**config.mk**
```make
export PLATFORM = sky130hd
export DESIGN_NAME = ppsc_power_path_ctrl
export DESIGN_NICKNAME = d
export VERILOG_FILES = /design/src/ppsc_pkg.sv /design/src/ppsc_ctl_if.sv /design/src/ppsc_power_path_ctrl.sv /design/src/ppsc_decode.sv
export SDC_FILE = /design/constraint.sdc
export NUM_CORES = 1
export LEC_CHECK = 0
export ABC_AREA = 1
export BUFFER_PORTS_ARGS = -buffer_cell sky130_fd_sc_hd__buf_2
export CAP_MARGIN = 0
export CORE_MARGIN = 1
export CORE_UTILIZATION = 43
export CTS_CLUSTER_DIAMETER = 150
export CTS_CLUSTER_SIZE = 20
export DETAILED_ROUTE_END_ITERATION = 10
export GPL_TIMING_DRIVEN = 0
export PLACE_DENSITY_LB_ADDON = 0.12
export SLEW_MARGIN = 5
export SYNTH_ARGS = -nofsm -noshare
export SYNTH_HDL_FRONTEND = slang
export SYNTH_SLANG_ARGS = --single-unit
export TNS_END_PERCENT = 20
```
**constraint.sdc**
```tcl
create_clock -name clk -period 1.45 [get_ports clk]
set_clock_uncertainty 0.2 [all_clocks]
set_input_delay 0.2175 -clock clk [delete_from_list [all_inputs] [get_ports clk]]
set_output_delay 0.2175 -clock clk [all_outputs]
set_load 0.01 [all_outputs]
```
**src/ppsc_pkg.sv**
```systemverilog
// package: register map, field layout and codes of the power-path switch control
package ppsc_pkg;
   // ----------------------------------------------------------------
   // register offsets (byte addresses)
   // ----------------------------------------------------------------
   localparam logic [7:0] REG_CTRL = 8'h00;
   localparam logic [7:0] REG_MODE = 8'h04;
   localparam logic [7:0] REG_STATUS = 8'h08;
   // ----------------------------------------------------------------
   // field positions
   // ----------------------------------------------------------------
   localparam int CTRL_STANDBY_BIT = 0;
   localparam int CTRL_BATDIS_BIT = 1;
   localparam int MODE_LSB = 0;
   localparam int MODE_W = 4;
   localparam int ST_OTG = 0;
   localparam int ST_BATDIS = 1;
   localparam int ST_STANDBY = 2;
   localparam int ST_BATTERY_SYSTEM_SWITCH_FORCE_ON = 3;
   localparam int ST_BATTERY_SYSTEM_SWITCH_FORCE_OFF = 4;
   localparam int ST_CONV_OFF = 5;
   localparam int ST_CHG_SUSPEND = 6;
   localparam int ST_CFG_BAD = 7;
   // ----------------------------------------------------------------
   // values after reset and codes
   // ----------------------------------------------------------------
   localparam logic [1:0] CTRL_RESET = 2'h0;
   localparam logic [3:0] MODE_RESET = 4'h0;
   localparam logic [3:0] MODE_REVERSE = 4'hA;
   localparam logic [31:0] APB_ZERO = 32'h0000_0000;
   // frequency/cell config: bit0 = high frequency, bit1 = three cells
   localparam int CFG_HIFREQ_BIT = 0;
   localparam int CFG_3CELL_BIT = 1;
   typedef enum logic [1:0] {
      PPSC_SW_AUTO = 2'b00,
      PPSC_SW_ON = 2'b01,
      PPSC_SW_OFF = 2'b11
   } ppsc_sw_e;
endpackage

```
**src/ppsc_ctl_if.sv**
```systemverilog
// interface: combined control inputs and decoded switch commands
`timescale 1ns/10ps
interface ppsc_ctl_if;
   logic otgReq;
   logic batDis;
   logic standby;
   logic [1:0] qbatCmd;
   logic [1:0] convCmd;
   modport decoder (input otgReq, input batDis, input standby, output qbatCmd, output convCmd);
   modport top (output otgReq, output batDis, output standby, input qbatCmd, input convCmd);
endinterface // ppsc_ctl_if

```
**src/ppsc_power_path_ctrl.sv**
```systemverilog
// top: power-path switch and converter control with apb registers
//
// Behaviour
// standby pin or bit turns converter off
// standby clear: state machine drives converter
// disable pin or bit forces battery switch off
// disable clear: switch follows combined decode
// each input is pin OR register setting; the frequency/cell config input is pin only
// reverse request: switch on, converter automatic
// nothing asserted: state machine controls both
// standby only: converter off, switch on
// disable and standby: both off
// high frequency allowed only with two cells
// disabled battery switch suspends charging
// pins resynchronised before decode
`timescale 1ns/10ps
module ppsc_power_path_ctrl (
   // clock and reset
   input wire logic clk,
   input wire logic rst_n,
   // apb slave
   input wire logic psel,
   input wire logic penable,
   input wire logic pwrite,
   input wire logic [7:0] paddr,
   input wire logic [31:0] pwdata,
   output logic [31:0] prdata,
   output logic pready,
   output logic pslverr,
   // control pins
   input wire logic converter_standby_pin,
   input wire logic battery_switch_disable_pin,
   input wire logic reverse_supply_request_pin,
   input wire logic [1:0] frequency_cell_config_input,
   // requests from the power-path state machine
   input wire logic smQbatEnable,
   input wire logic smConvEnable,
   input wire logic smChargeEnable,
   // outputs to the power stage
   output logic battery_system_switch,
   output logic convEnable,
   output logic chargeEnable,
   output logic configInvalid
);
   import ppsc_pkg::*;

   // ----------------------------------------------------------------
   // reset release
   // ----------------------------------------------------------------
   logic [1:0] rstSync_r;
   logic rstSyncN;
   always_ff @(posedge clk or negedge rst_n) begin
      if (!rst_n) begin
         rstSync_r <= 2'b00;
      end else begin
         rstSync_r <= {rstSync_r[0], 1'b1};
      end
   end
   assign rstSyncN = rstSync_r[1];

   // ----------------------------------------------------------------
   // pin synchronisers
   // ----------------------------------------------------------------
   logic [4:0] pinMeta_r, pinMeta_nxt, pinSync_r, pinSync_nxt;
   always_comb begin
      pinMeta_nxt = {frequency_cell_config_input, reverse_supply_request_pin,
         battery_switch_disable_pin, converter_standby_pin};
      pinSync_nxt = pinMeta_r;
   end
   always_ff @(posedge clk or negedge rstSyncN) begin
      if (!rstSyncN) begin
         pinMeta_r <= 5'h00;
         pinSync_r <= 5'h00;
      end else begin
         pinMeta_r <= pinMeta_nxt;
         pinSync_r <= pinSync_nxt;
      end
   end

   // ----------------------------------------------------------------
   // registers
   // ----------------------------------------------------------------
   logic [1:0] ctrl_r, ctrl_nxt;
   logic [3:0] mode_r, mode_nxt;
   logic [31:0] prdata_r, prdata_nxt;
   logic wrEn, rdEn, addrOk;
   logic [7:0] status;

   function automatic logic known(input logic [7:0] a);
      known = (a == REG_CTRL) || (a == REG_MODE) || (a == REG_STATUS);
   endfunction

   assign addrOk = known(paddr);
   assign wrEn = psel && penable && pwrite;
   assign rdEn = psel && !penable && !pwrite;

   always_comb begin
      ctrl_nxt = ctrl_r;
      mode_nxt = mode_r;
      prdata_nxt = prdata_r;
      if (wrEn && paddr == REG_CTRL) begin
         ctrl_nxt = pwdata[1:0];
      end
      if (wrEn && paddr == REG_MODE) begin
         mode_nxt = pwdata[MODE_LSB +: MODE_W];
      end
      if (rdEn) begin
         case (paddr)
            REG_CTRL: prdata_nxt = {30'h0000_0000, ctrl_r};
            REG_MODE: prdata_nxt = {28'h000_0000, mode_r};
            REG_STATUS: prdata_nxt = {24'h00_0000, status};
            default: prdata_nxt = APB_ZERO;
         endcase
      end
   end
   always_ff @(posedge clk or negedge rstSyncN) begin
      if (!rstSyncN) begin
         ctrl_r <= CTRL_RESET;
         mode_r <= MODE_RESET;
         prdata_r <= APB_ZERO;
      end else begin
         ctrl_r <= ctrl_nxt;
         mode_r <= mode_nxt;
         prdata_r <= prdata_nxt;
      end
   end

   assign prdata = prdata_r;
   assign pready = 1'b1;
   assign pslverr = psel && penable && !addrOk;

   // ----------------------------------------------------------------
   // combined inputs and decode
   // ----------------------------------------------------------------
   ppsc_ctl_if ctl ();
   assign ctl.otgReq = pinSync_r[2] || (mode_r == MODE_REVERSE);
   assign ctl.batDis = pinSync_r[1] || ctrl_r[CTRL_BATDIS_BIT];
   assign ctl.standby = pinSync_r[0] || ctrl_r[CTRL_STANDBY_BIT];

   ppsc_decode u_decode (
      .clk(clk),
      .rstSyncN(rstSyncN),
      .ctl(ctl)
   );

   // ----------------------------------------------------------------
   // outputs to the power stage
   // ----------------------------------------------------------------
   logic battery_system_switch_r, battery_system_switch_nxt, conv_r, conv_nxt, chg_r, chg_nxt, cfgBad_r, cfgBad_nxt;

   function automatic logic apply(input logic [1:0] cmd, input logic sm);
      apply = (cmd == PPSC_SW_ON) ? 1'b1 : (cmd == PPSC_SW_OFF) ? 1'b0 : sm;
   endfunction

   always_comb begin
      battery_system_switch_nxt = apply(ctl.qbatCmd, smQbatEnable);
      conv_nxt = apply(ctl.convCmd, smConvEnable);
      // charging needs the battery switch available and the disable pin low
      chg_nxt = smChargeEnable && (ctl.qbatCmd != PPSC_SW_OFF) && !pinSync_r[1];
      // three cells at high frequency is an unsupported pairing
      cfgBad_nxt = pinSync_r[3 + CFG_HIFREQ_BIT] && pinSync_r[3 + CFG_3CELL_BIT];
   end
   always_ff @(posedge clk or negedge rstSyncN) begin
      if (!rstSyncN) begin
         battery_system_switch_r <= 1'b0;
         conv_r <= 1'b0;
         chg_r <= 1'b0;
         cfgBad_r <= 1'b0;
      end else begin
         battery_system_switch_r <= battery_system_switch_nxt;
         conv_r <= conv_nxt;
         chg_r <= chg_nxt;
         cfgBad_r <= cfgBad_nxt;
      end
   end

   assign battery_system_switch = battery_system_switch_r;
   assign convEnable = conv_r;
   assign chargeEnable = chg_r;
   assign configInvalid = cfgBad_r;

   always_comb begin
      status = 8'h00;
      status[ST_OTG] = ctl.otgReq;
      status[ST_BATDIS] = ctl.batDis;
      status[ST_STANDBY] = ctl.standby;
      status[ST_BATTERY_SYSTEM_SWITCH_FORCE_ON] = (ctl.qbatCmd == PPSC_SW_ON);
      status[ST_BATTERY_SYSTEM_SWITCH_FORCE_OFF] = (ctl.qbatCmd == PPSC_SW_OFF);
      status[ST_CONV_OFF] = (ctl.convCmd == PPSC_SW_OFF);
      status[ST_CHG_SUSPEND] = !chg_r;
      status[ST_CFG_BAD] = cfgBad_r;
   end

   // ----------------------------------------------------------------
   // checks
   // ----------------------------------------------------------------
   AST_BATTERY_SYSTEM_SWITCH_OFF_DIS: assert property (@(posedge clk) disable iff (!rstSyncN)
      (ctl.batDis && !ctl.otgReq) |-> ##2 !battery_system_switch)
      else $error("battery switch not off while disabled");
   AST_CONV_OFF_CONVERTER_STANDBY_PIN: assert property (@(posedge clk) disable iff (!rstSyncN)
      (ctl.standby && !ctl.otgReq) |-> ##2 !convEnable)
      else $error("converter not off in standby");
   AST_CONV_FOLLOWS_SM: assert property (@(posedge clk) disable iff (!rstSyncN)
      (!ctl.standby || ctl.otgReq) ##1 (!ctl.standby || ctl.otgReq)
      |=> convEnable == $past(smConvEnable))
      else $error("converter not following state machine");
   AST_BATTERY_SYSTEM_SWITCH_FOLLOWS_SM: assert property (@(posedge clk) disable iff (!rstSyncN)
      (!ctl.batDis && !ctl.standby && !ctl.otgReq) [*2]
      |=> battery_system_switch == $past(smQbatEnable))
      else $error("battery switch not following state machine");
   AST_NO_CHG_DIS: assert property (@(posedge clk) disable iff (!rstSyncN)
      pinSync_r[1] |=> !chargeEnable)
      else $error("charging while battery switch disabled");
   AST_PIN_SYNC: assert property (@(posedge clk) disable iff (!rstSyncN)
      $rose(pinSync_r[2]) |-> ##2 battery_system_switch)
      else $error("reverse pin not honoured after sync");
   AST_CFG_BAD: assert property (@(posedge clk) disable iff (!rstSyncN)
      (pinSync_r[3] && pinSync_r[4]) |=> configInvalid)
      else $error("invalid frequency and cell pairing not flagged");
endmodule // ppsc_power_path_ctrl

```
**src/ppsc_decode.sv**
```systemverilog
// module: registered decode of the switch and converter commands
`timescale 1ns/10ps
module ppsc_decode (
   // clock and reset
   input wire logic clk,
   input wire logic rstSyncN,
   // control
   ppsc_ctl_if.decoder ctl
);
   import ppsc_pkg::*;

   ppsc_sw_e battery_system_switch_r, battery_system_switch_nxt, conv_r, conv_nxt;

   always_comb begin
      if (ctl.otgReq) begin
         battery_system_switch_nxt = PPSC_SW_ON;
         conv_nxt = PPSC_SW_AUTO;
      end else if (!ctl.batDis && !ctl.standby) begin
         battery_system_switch_nxt = PPSC_SW_AUTO;
         conv_nxt = PPSC_SW_AUTO;
      end else if (!ctl.batDis) begin
         battery_system_switch_nxt = PPSC_SW_ON;
         conv_nxt = PPSC_SW_OFF;
      end else if (!ctl.standby) begin
         battery_system_switch_nxt = PPSC_SW_OFF;
         conv_nxt = PPSC_SW_AUTO;
      end else begin
         battery_system_switch_nxt = PPSC_SW_OFF;
         conv_nxt = PPSC_SW_OFF;
      end
   end

   always_ff @(posedge clk or negedge rstSyncN) begin
      if (!rstSyncN) begin
         battery_system_switch_r <= PPSC_SW_AUTO;
         conv_r <= PPSC_SW_AUTO;
      end else begin
         battery_system_switch_r <= battery_system_switch_nxt;
         conv_r <= conv_nxt;
      end
   end

   assign ctl.qbatCmd = battery_system_switch_r;
   assign ctl.convCmd = conv_r;

   AST_OTG_WINS: assert property (@(posedge clk) disable iff (!rstSyncN)
      ctl.otgReq |=> (ctl.qbatCmd == PPSC_SW_ON && ctl.convCmd == PPSC_SW_AUTO))
      else $error("reverse request did not force switch on");
   AST_BOTH_OFF: assert property (@(posedge clk) disable iff (!rstSyncN)
      (!ctl.otgReq && ctl.batDis && ctl.standby) |=> (ctl.qbatCmd == PPSC_SW_OFF
      && ctl.convCmd == PPSC_SW_OFF))
      else $error("switch and converter not both off");
   AST_CONVERTER_STANDBY_PIN_BAT: assert property (@(posedge clk) disable iff (!rstSyncN)
      (!ctl.otgReq && !ctl.batDis && ctl.standby) |=> (ctl.qbatCmd == PPSC_SW_ON
      && ctl.convCmd == PPSC_SW_OFF))
      else $error("standby did not feed system from battery");
   AST_DIS_ONLY: assert property (@(posedge clk) disable iff (!rstSyncN)
      (!ctl.otgReq && ctl.batDis && !ctl.standby) |=> (ctl.qbatCmd == PPSC_SW_OFF
      && ctl.convCmd == PPSC_SW_AUTO))
      else $error("disable did not force battery switch off");
   AST_ALL_AUTO: assert property (@(posedge clk) disable iff (!rstSyncN)
      (!ctl.otgReq && !ctl.batDis && !ctl.standby) |=> (ctl.qbatCmd == PPSC_SW_AUTO
      && ctl.convCmd == PPSC_SW_AUTO))
      else $error("idle inputs did not leave state machine in control");
endmodule // ppsc_decode

```
==> results of run 1 <==
==> cells by family after synthesis <==
logic type	Yosys count	share of synthesized area, %
buf+inv	42	16.1
flops	33	53.0
simple gates	83	26.8
compound gates	8	3.61
other cells	2	0.482
==> power groups by stage <==
stage               clock network, mW  registers (mW)  logic [mW]
floorplan                           0           0.994       0.131
global placement                    0           0.996       0.191
detailed placement                  0           0.997       0.192
CTS                             0.746           0.979       0.224
global route                    0.780           0.985       0.258
finish                          0.727           0.977       0.232
==> critical path: stages <==
cell           delay [ns]
buf_2                0.12
nor3_4               0.23
dlygate4sd3_1        0.71
nand3_1              0.11
nand2_1              0.06
==> routing by layer <==
metal  routed length [um]  vias up  global-route usage [%]
met5                    0        -                       0
li1                     -      634                       -
met3                  186        8                    5.88
met4                   59        0                    7.85
met2                 1260       42                    27.5
met1                 1140      517                    17.6
==> path summary, 6_finish.rpt <==
check	startpoint	to	slack [ns]	cells past startpoint
worst max-delay path	pwrite	prdata[4]$_DFFE_PN0P_	0.10	5
worst min-delay path	paddr[2]	mode_r[3]$_DFFE_PN0P_	0.08	5
worst max register to register	ctrl_r[1]$_DFFE_PN0P_	prdata[1]$_DFFE_PN0P_	0.16	5
worst min register to register	rstSync_r[1]$_DFF_PN0_	pinMeta_r[4]$_DFF_PN0_	0.10	0
max in group asynchronous	rst_n	rstSync_r[1]$_DFF_PN0_	0.41	3
min in group asynchronous	rstSync_r[1]$_DFF_PN0_	pinMeta_r[4]$_DFF_PN0_	0.10	0
==> layout make-up <==
cell class	instances	share of cell area [%]
tap	46	2.66
inverter	17	2.94
clock buffer	6	2.37
clock inverter	2	1.73
sequential	33	38.2
timing repair buffer	55	16.6
multi-input combinational	117	26.8
buffer	25	8.66
==> placed cells by master (no fill, tap or decap), drive strengths merged <==
cell type and instances:
nand2 48, clkbuf 6, dlygate4sd3 16, and3 1, or2 1, buf 64, nor2 20, clkinvlp 1
inv 17, conb 26, nor3 1, a21oi 1, nand3 12, dfrtp 33, o21bai 1, o21ai 5
o211ai 1, bufinv 1
==> repair_timing <==
action / in CTS / in global routing
endpoints found under the hold margin: 22 / 0
hold buffers: 16 / 0
buffers inserted: 0 / 2
resized for setup: 1 / 3
pin swaps: 0 / 1
gates cloned: 0 / 0
setup endpoints to repair: 31 / 1
==> flip-flops by register name (all words and copies together), names as in the netlist <==
register and count:
configInvalid 1, u_decode.ctl.qbatCmd 2, chargeEnable 1, ctrl_r 2
convEnable 1, pinMeta_r 5, mode_r 4, u_decode.ctl.convCmd 1
pinSync_r 5, prdata 8, rstSync_r 2, battery_system_switch 1
==> stage by stage <==
stage | TNS [ns] | instance area [um^2] | power [mW] | worst slack [ns]
after global routing | 0 | 2170 | 2.02 | 0.000147
after floorplan | 0 | 1650 | 1.13 | 0.245
after global placement | -1.35 | 1890 | 1.19 | -0.0446
after detailed placement | -1.76 | 1890 | 1.19 | -0.0576
after CTS | 0 | 2140 | 1.95 | 0.00454
final | 0 | 2170 | 1.94 | 0.102
==> flow_summary_export.csv, run 1 <==
group,metric,value,unit
run_status,status,"finished clean",
yosys,yosysWarnings,0,
yosys,synth_cell_types,22,
yosys,synthCells,168,
setup_path,cp.arrival,1.44,ns
timing,tightestPinTransition,0.638,ns
timing,rsz0062_at_grt,"false",
yosys,netlist_top_cells_area,"dfrtp_1 (53%), buf_4 (12%), nand2_1 (11%)",
yosys,ys_top_cells_by_count,"nand2_1 (45), dfrtp_1 (33), buf_4 (25), inv_1 (14), nor2_1 (11)",
yosys,synth_most_common_cell,"nand2_1",
place,place.gp.congestion,0.801,
detailed_routing,avgViaCountPerCell,3.99,
finish,drive_gt1_share,37.6,%
finish,diodes,0,
place,placed_cells,275,
timing,finalCriticalPeriod,1.35,ns
timing,hold_slack,0.0807,ns
die,dieHeight,62.2,um
cts,numCtsBuffers,5,
yosys,synth_edf_count,0,
cts,cts_sinks,33,
power,p_sw,0.454,mW
yosys,netlist_area,1560,um^2
detailed_routing,wirelength,2650,um
detailed_routing,drc,0,
power,pwr-share-clk,37.6,%
die,dieArea,3870,um^2
yosys,ys_seq_area_share,53.0,%
place,port_buffers,37,
setup_path,path_max_fanout,6,
setup_path,cp-end-kind,"register",
worst_hold_path,hold_path_class,"in2reg",
finish,final_cell_count_no_fill,301,
detailed_routing,wl_per_cell,8.80,um
cts,clockRootBuffer,"clkbuf_4",
power,p_per_area,893,nW/um^2
power,seq_power_share,50.5,%
yosys,syn_area_per_cell,9.28,um^2
grt,grt_max_degree,32,
grt,antenna_found_initial,0,
grt,overflow,0,
detailed_routing,dr.pass1.iters,4,
timing,finalHoldViolations,0,
cts,clk_latency,0.34,ns
timing,clock.fmax,742,MHz
timing,slew_violations,0,
power,p_comb_share,12.0,%
die,core_area,3420,um^2
yosys,synth_seq_cells,33,
detailed_routing,via_count,1201,
power,internal_power,1.48,mW
setup_path,criticalPathCategory,"in2reg",
yosys,async_reset_ff_share,100,%
finish,regArea,827,um^2
power,ir_drop,0.586,mV
finish,multi_input_area,582,um^2
finish,final_core_util,63.4,%
setup_path,startpoint_type,"input port",
die,initial_core_util,45.6,%
yosys,synth-main-ff-cell,"dfrtp_1",
timing,period_share,92.9,%
die,num_io_pins,91,
grt,grt_pass1_wl,4750,um
power,switching_share,23.4,%
finish,syn_to_final_growth,39.0,%
flow_run,drv_cap,0,
cts,cts_tree,"built",
die,row_count,21,
power,p_leak,1.25,nW
finish,fill_cells,304,
setup_path,worst_ep_required_time,1.54,ns
cts,cts_buffer_depth,2,
die,die_w,62.2,um
cts,cts_max_level,2,
detailed_routing,ant_nets,0,
timing,setup_viol,0,
place,dpl.hpwl,1890,um
detailed_routing,drt_iter0_markers,42,
cts,clk_pin_slew_worst_paths,0.10,ns
yosys,yosysTopAreaCell,"dfrtp_1",
grt,first_global_vias,1139,
yosys,synth_top_area_share,53.0,%
finish,fin_nets,307,
timing,maxSlewHeadroom,57.5,%
grt,grt_usage,16.1,%
(Power assumes the default switching activity.)
==> run 2: changes to the inputs <==
- CORE_UTILIZATION: 43 -> 30
==> run 2 against run 1 <==
Effect of this change: via count down 3.4%; design area rose by 0.29%; routed wire length rose by 4.6%; critical path depth grew 3; cell count increased by 6.3%; clock power rose by 2%; maximum frequency shrank 1.5%; first-iteration DRC count decreased by 31%; worst hold slack worse by 0.026 ns; sequential power hardly changed; largest cell class unchanged.
==> flow_summary_export.csv, run 2 (synthesis results as in run 1) <==
group,metric,value,unit
setup_path,cp.arrival,0.95,ns
timing,maxSlewHeadroom,56.6,%
detailed_routing,wirelength,2770,um
flow_run,drv_cap,0,
die,dieHeight,74.1,um
timing,rsz0062_at_grt,"false",
worst_hold_path,hold_path_class,"in2async",
timing,slew_violations,0,
grt,grt_max_degree,32,
cts,cts_buffer_depth,2,
detailed_routing,wl_per_cell,8.66,um
finish,drive_gt1_share,38.3,%
grt,antenna_found_initial,0,
place,place.gp.congestion,0.761,
setup_path,cp_cell_sequence,"buf_2 -> nor2_2 -> nand2_4 -> inv_2 -> o211ai_1 -> nand3_1 -> inv_1 -> buf_2",
cts,numCtsBuffers,5,
detailed_routing,avgViaCountPerCell,3.63,
finish,largest_register_ffs,8,
cts,clk_pin_slew_worst_paths,0.06,ns
finish,fin_nets,305,
die,die_w,74.1,um
die,initial_core_util,32.2,%
die,dieArea,5490,um^2
timing,finalHoldViolations,0,
setup_path,startpoint_type,"input port",
detailed_routing,ant_nets,0,
finish,final_common_cell,"nand2_1",
cts,clk_latency,0.28,ns
detailed_routing,via_count,1160,
cts,cts_tree,"built",
setup_path,worst_ep_required_time,1.03,ns
cts,cts_sinks,33,
setup_path,cp-end-kind,"output pin",
setup_path,crit_top_cell,"buf_2",
cts,clockRootBuffer,"clkbuf_8",
finish,final_cell_mix,"nand2_1 (45), buf_2 (37), dfrtp_1 (32)",
grt,grt_pass1_wl,4530,um
place,place_ws,-0.117,ns
detailed_routing,dr.pass1.iters,4,
timing,finalWorstSetupSlack,0.0822,ns
grt,overflow,0,
timing,clock.fmax,731,MHz
setup_path,criticalPathCategory,"in2out",
grt,grt_usage,11.3,%
finish,fin_area,2170,um^2
grt,first_global_vias,1060,
finish,syn_to_final_growth,39.4,%
place,port_buffers,37,
finish,final_core_util,44.8,%
setup_path,rr_startpoint,"pinSync_r[1]$_DFF_PN0_",
timing,setup_viol,0,
setup_path,crit_path_top_delay_cell,"nor2_2",
setup_path,critical_path.startpoint,"paddr[7]",
timing,finalCriticalPeriod,1.37,ns
power,ir_drop,0.689,mV
detailed_routing,drt_iter0_markers,29,
place,dpl.hpwl,2070,um
setup_path,critical-path-max-stage-delay,0.14,ns
finish,diodes,0,
timing,period_share,94.3,%
die,row_count,25,
power,p_per_area,896,nW/um^2
cts,cts_max_level,2,
timing,tightestPinTransition,0.652,ns
run_status,status,"finished clean",
setup_path,path_max_fanout,4,
place,placed_area,1920,um^2
die,core_area,4850,um^2
detailed_routing,drc,0,
die,num_io_pins,91,
power,p_leak,1.25,nW
-- run 2: stage by stage --
stage,total power [mW],cells,hold WS [ns],TNS (ns)
after global placement,1.19,296,-0.195,-3.29
after global routing,2.05,320,0.0375,0
after detailed placement,1.19,296,-0.195,-3.58
after floorplan,1.13,192,-0.278,0
final,1.95,320,0.0547,0
after CTS,1.98,317,0.0331,0
-- run 2: critical path: cells and delay by family --
kind	cells	cell delay, ns
AO/OA/AOI/OAI	1	0.09
buffers and inverters	4	0.35
AND/OR/NAND/NOR	3	0.29
-- run 2: final cells by class --
type	count	area [um^2]
clock buffer	7	96.3
timing repair buffer	53	338
sequential	33	827
clock inverter	1	5.00
inverter	17	63.8
fill	481	2680
tap	67	83.8
buffer	25	188
multi-input combinational	117	572
-- run 2: path summary, 6_finish.rpt --
kind / end / slack, ns / cells after the start
max: pslverr / 0.08 / 8
min: rstSync_r[0]$_DFF_PN0_ / 0.05 / 2
max reg2reg: prdata[1]$_DFFE_PN0P_ / 0.14 / 5
min reg2reg: pinMeta_r[1]$_DFF_PN0_ / 0.10 / 0
max in group asynchronous: prdata[5]$_DFFE_PN0P_ / 0.53 / 0
min in group clk: prdata[1]$_DFFE_PN0P_ / 0.06 / 4
-- run 2: routing by layer --
| layer | wire length, um | global-route usage, % | share of wire (%) |
|---|---|---|---|
| met5 | 0 | 0 | 0 |
| met4 | 19 | 5.77 | 0.69 |
| met1 | 1320 | 12.9 | 48 |
| met2 | 1240 | 18.8 | 45 |
| met3 | 196 | 3.79 | 7.1 |
-- run 2: where the power goes --
| part | leakage (nW) | total [mW] | switching, mW | internal (mW) |
|---|---|---|---|---|
| combinational | 0.782 | 0.225 | 0.107 | 0.118 |
| sequential | 0.413 | 0.979 | 0.0273 | 0.951 |
| clock | 0.0542 | 0.745 | 0.316 | 0.429 |
-- run 2: what timing repair did --
| action | in CTS | in global routing |
|---|---|---|
| gates cloned | 0 | 0 |
| hold buffers | 13 | 0 |
| endpoints found under the setup margin | 32 | 1 |
| endpoints found under the hold margin | 16 | 0 |
| pin swaps | 0 | 1 |
| buffers inserted | 0 | 3 |
| resized for setup | 2 | 0 |
==> run 3: changes to the inputs <==
- PLACE_DENSITY_LB_ADDON: 0.12 -> 0.2
==> run 3 against run 2 <==
Effect of this change: sequential share of layout area is 0.85 points higher; global-route usage is 0.46 points lower; count of clock-buffer cells in the layout is 2 lower; sequential cell count stayed put; largest cell class unchanged.
==> flow_summary_export.csv, run 3 (synthesis results as in run 1) <==
group,metric,value,unit
run_status,status,"finished clean",
detailed_routing,avgViaCountPerCell,3.63,
finish,drive_gt1_share,37.9,%
grt,overflow,0,
place,placed_cells,296,
die,die_w,74.1,um
finish,final_cell_count_no_fill,315,
detailed_routing,dr.pass1.iters,4,
place,place.gp.congestion,0.752,
detailed_routing,wirelength,2670,um
die,dieArea,5490,um^2
finish,final_common_cell,"nand2_1",
finish,fin_area,2130,um^2
timing,rsz0062_at_grt,"false",
timing,finalWorstSetupSlack,0.0705,ns
timing,setup_viol,0,
setup_path,startpoint_type,"input port",
place,port_buffers,37,
timing,finalCriticalPeriod,1.38,ns
detailed_routing,drt_iter0_markers,52,
finish,fill_cells,513,
setup_path,worst_ep_required_time,1.03,ns
setup_path,cp.arrival,0.96,ns
finish,syn_to_final_growth,36.4,%
cts,cts_sinks,33,
setup_path,path_max_fanout,4,
timing,finalHoldViolations,0,
finish,largest_register_ffs,8,
setup_path,cp-end-kind,"output pin",
cts,clk_latency,0.28,ns
finish,final_core_util,43.8,%
place,place_ws,-0.0994,ns
die,core_area,4850,um^2
cts,cts_tree,"built",
grt,grt_pass1_wl,4390,um
finish,diodes,0,
die,num_io_pins,91,
detailed_routing,ant_nets,0,
cts,cts_max_level,2,
detailed_routing,via_count,1145,
finish,multi_input_area,582,um^2
timing,maxSlewHeadroom,55.8,%
timing,clock.fmax,725,MHz
grt,first_global_vias,1072,
flow_run,drv_cap,0,
cts,cts_buffer_depth,2,
die,dieHeight,74.1,um
power,p_leak,1.22,nW
grt,grt_max_degree,32,
finish,regArea,827,um^2
timing,slew_violations,0,
finish,final_cell_mix,"nand2_1 (45), buf_2 (37), dfrtp_1 (32)",
timing,tightestPinTransition,0.664,ns
cts,numCtsBuffers,5,
die,row_count,25,
timing,period_share,95.1,%
finish,fin_nets,300,
detailed_routing,wl_per_cell,8.49,um
place,dpl.hpwl,2000,um
power,p_per_area,879,nW/um^2
cts,clockRootBuffer,"clkbuf_8",
die,initial_core_util,32.2,%
setup_path,criticalPathCategory,"in2out",
cts,post_cts_buffers,0,
grt,grt_usage,10.8,%
place,placed_area,1920,um^2
worst_hold_path,hold_path_class,"in2reg",
power,ir_drop,0.683,mV
grt,antenna_found_initial,0,
cts,clk_pin_slew_worst_paths,0.07,ns
detailed_routing,drc,0,
run 3: cell count changes in the layout (fill, tap and decap cells not counted), sizes merged:
cell | previous run | this run
buf | 65 | 62
clkinvlp | 0 | 1
clkbuf | 7 | 5
clkinv | 1 | 2
dlygate4sd3 | 13 | 11
run 3: what timing repair did:
item                                   4_1_cts  5_1_grt
setup endpoints to repair                   32        1
pin swaps                                    0        1
resized for setup                            2        2
hold buffers                                11        0
gates cloned                                 0        0
endpoints found under the hold margin       12        0
run 3: where the power goes:
group	total [mW]	switching [mW]	internal [mW]	leakage, nW
Combinational	0.220	0.107	0.113	0.762
Clock	0.670	0.339	0.331	0.0439
Sequential	0.978	0.0276	0.951	0.413
Total	1.87	0.473	1.39	1.22
run 3: area by class of cell:
class,instances,share of cell area [%]
buffer,25,8.83
clock buffer,5,3.24
clock inverter,3,0.824
inverter,17,3.00
multi-input combinational,117,27.4
sequential,33,38.9
tap,67,3.94
timing repair buffer,48,13.9
run 3: final timing paths:
path	start	to	slack [ns]	cells past startpoint
setup / recovery	paddr[7]	pslverr	0.07	8
hold / removal	pwdata[1]	mode_r[1]$_DFFE_PN0P_	0.005	3
setup reg to reg	pinSync_r[1]$_DFF_PN0_	prdata[1]$_DFFE_PN0P_	0.18	5
hold reg to reg	rstSync_r[1]$_DFF_PN0_	pinMeta_r[3]$_DFF_PN0_	0.11	0
max in group asynchronous	rstSync_r[1]$_DFF_PN0_	battery_system_switch$_DFF_PN0_	0.51	0
min in group asynchronous	rst_n	rstSync_r[0]$_DFF_PN0_	0.05	2
run 3: routing by layer:
layer	track usage, %	part of all wire (%)	vias to the layer above
li1	-	-	620
met1	12.2	45	485
met2	19.0	48	35
met3	3.25	5.7	5
met4	4.49	1.1	0
met5	0	0	-
run 3: worst max-delay path: stages:
cell,delay [ns]
buf_2,0.11
nor2_4,0.12
nand2_4,0.10
inv_2,0.09
o211ai_1,0.08
nand3_1,0.08
inv_1,0.04
buf_2,0.13
run 3: per-stage QoR:
stage	power [mW]	hold slack (ns)	setup TNS [ns]
detailed placement	1.19	-0.196	-3.04
finish	1.87	0.00478	0
global placement	1.19	-0.196	-3.09
CTS	1.89	0.00162	0
floorplan	1.13	-0.278	0
global route	1.96	0.00646	0
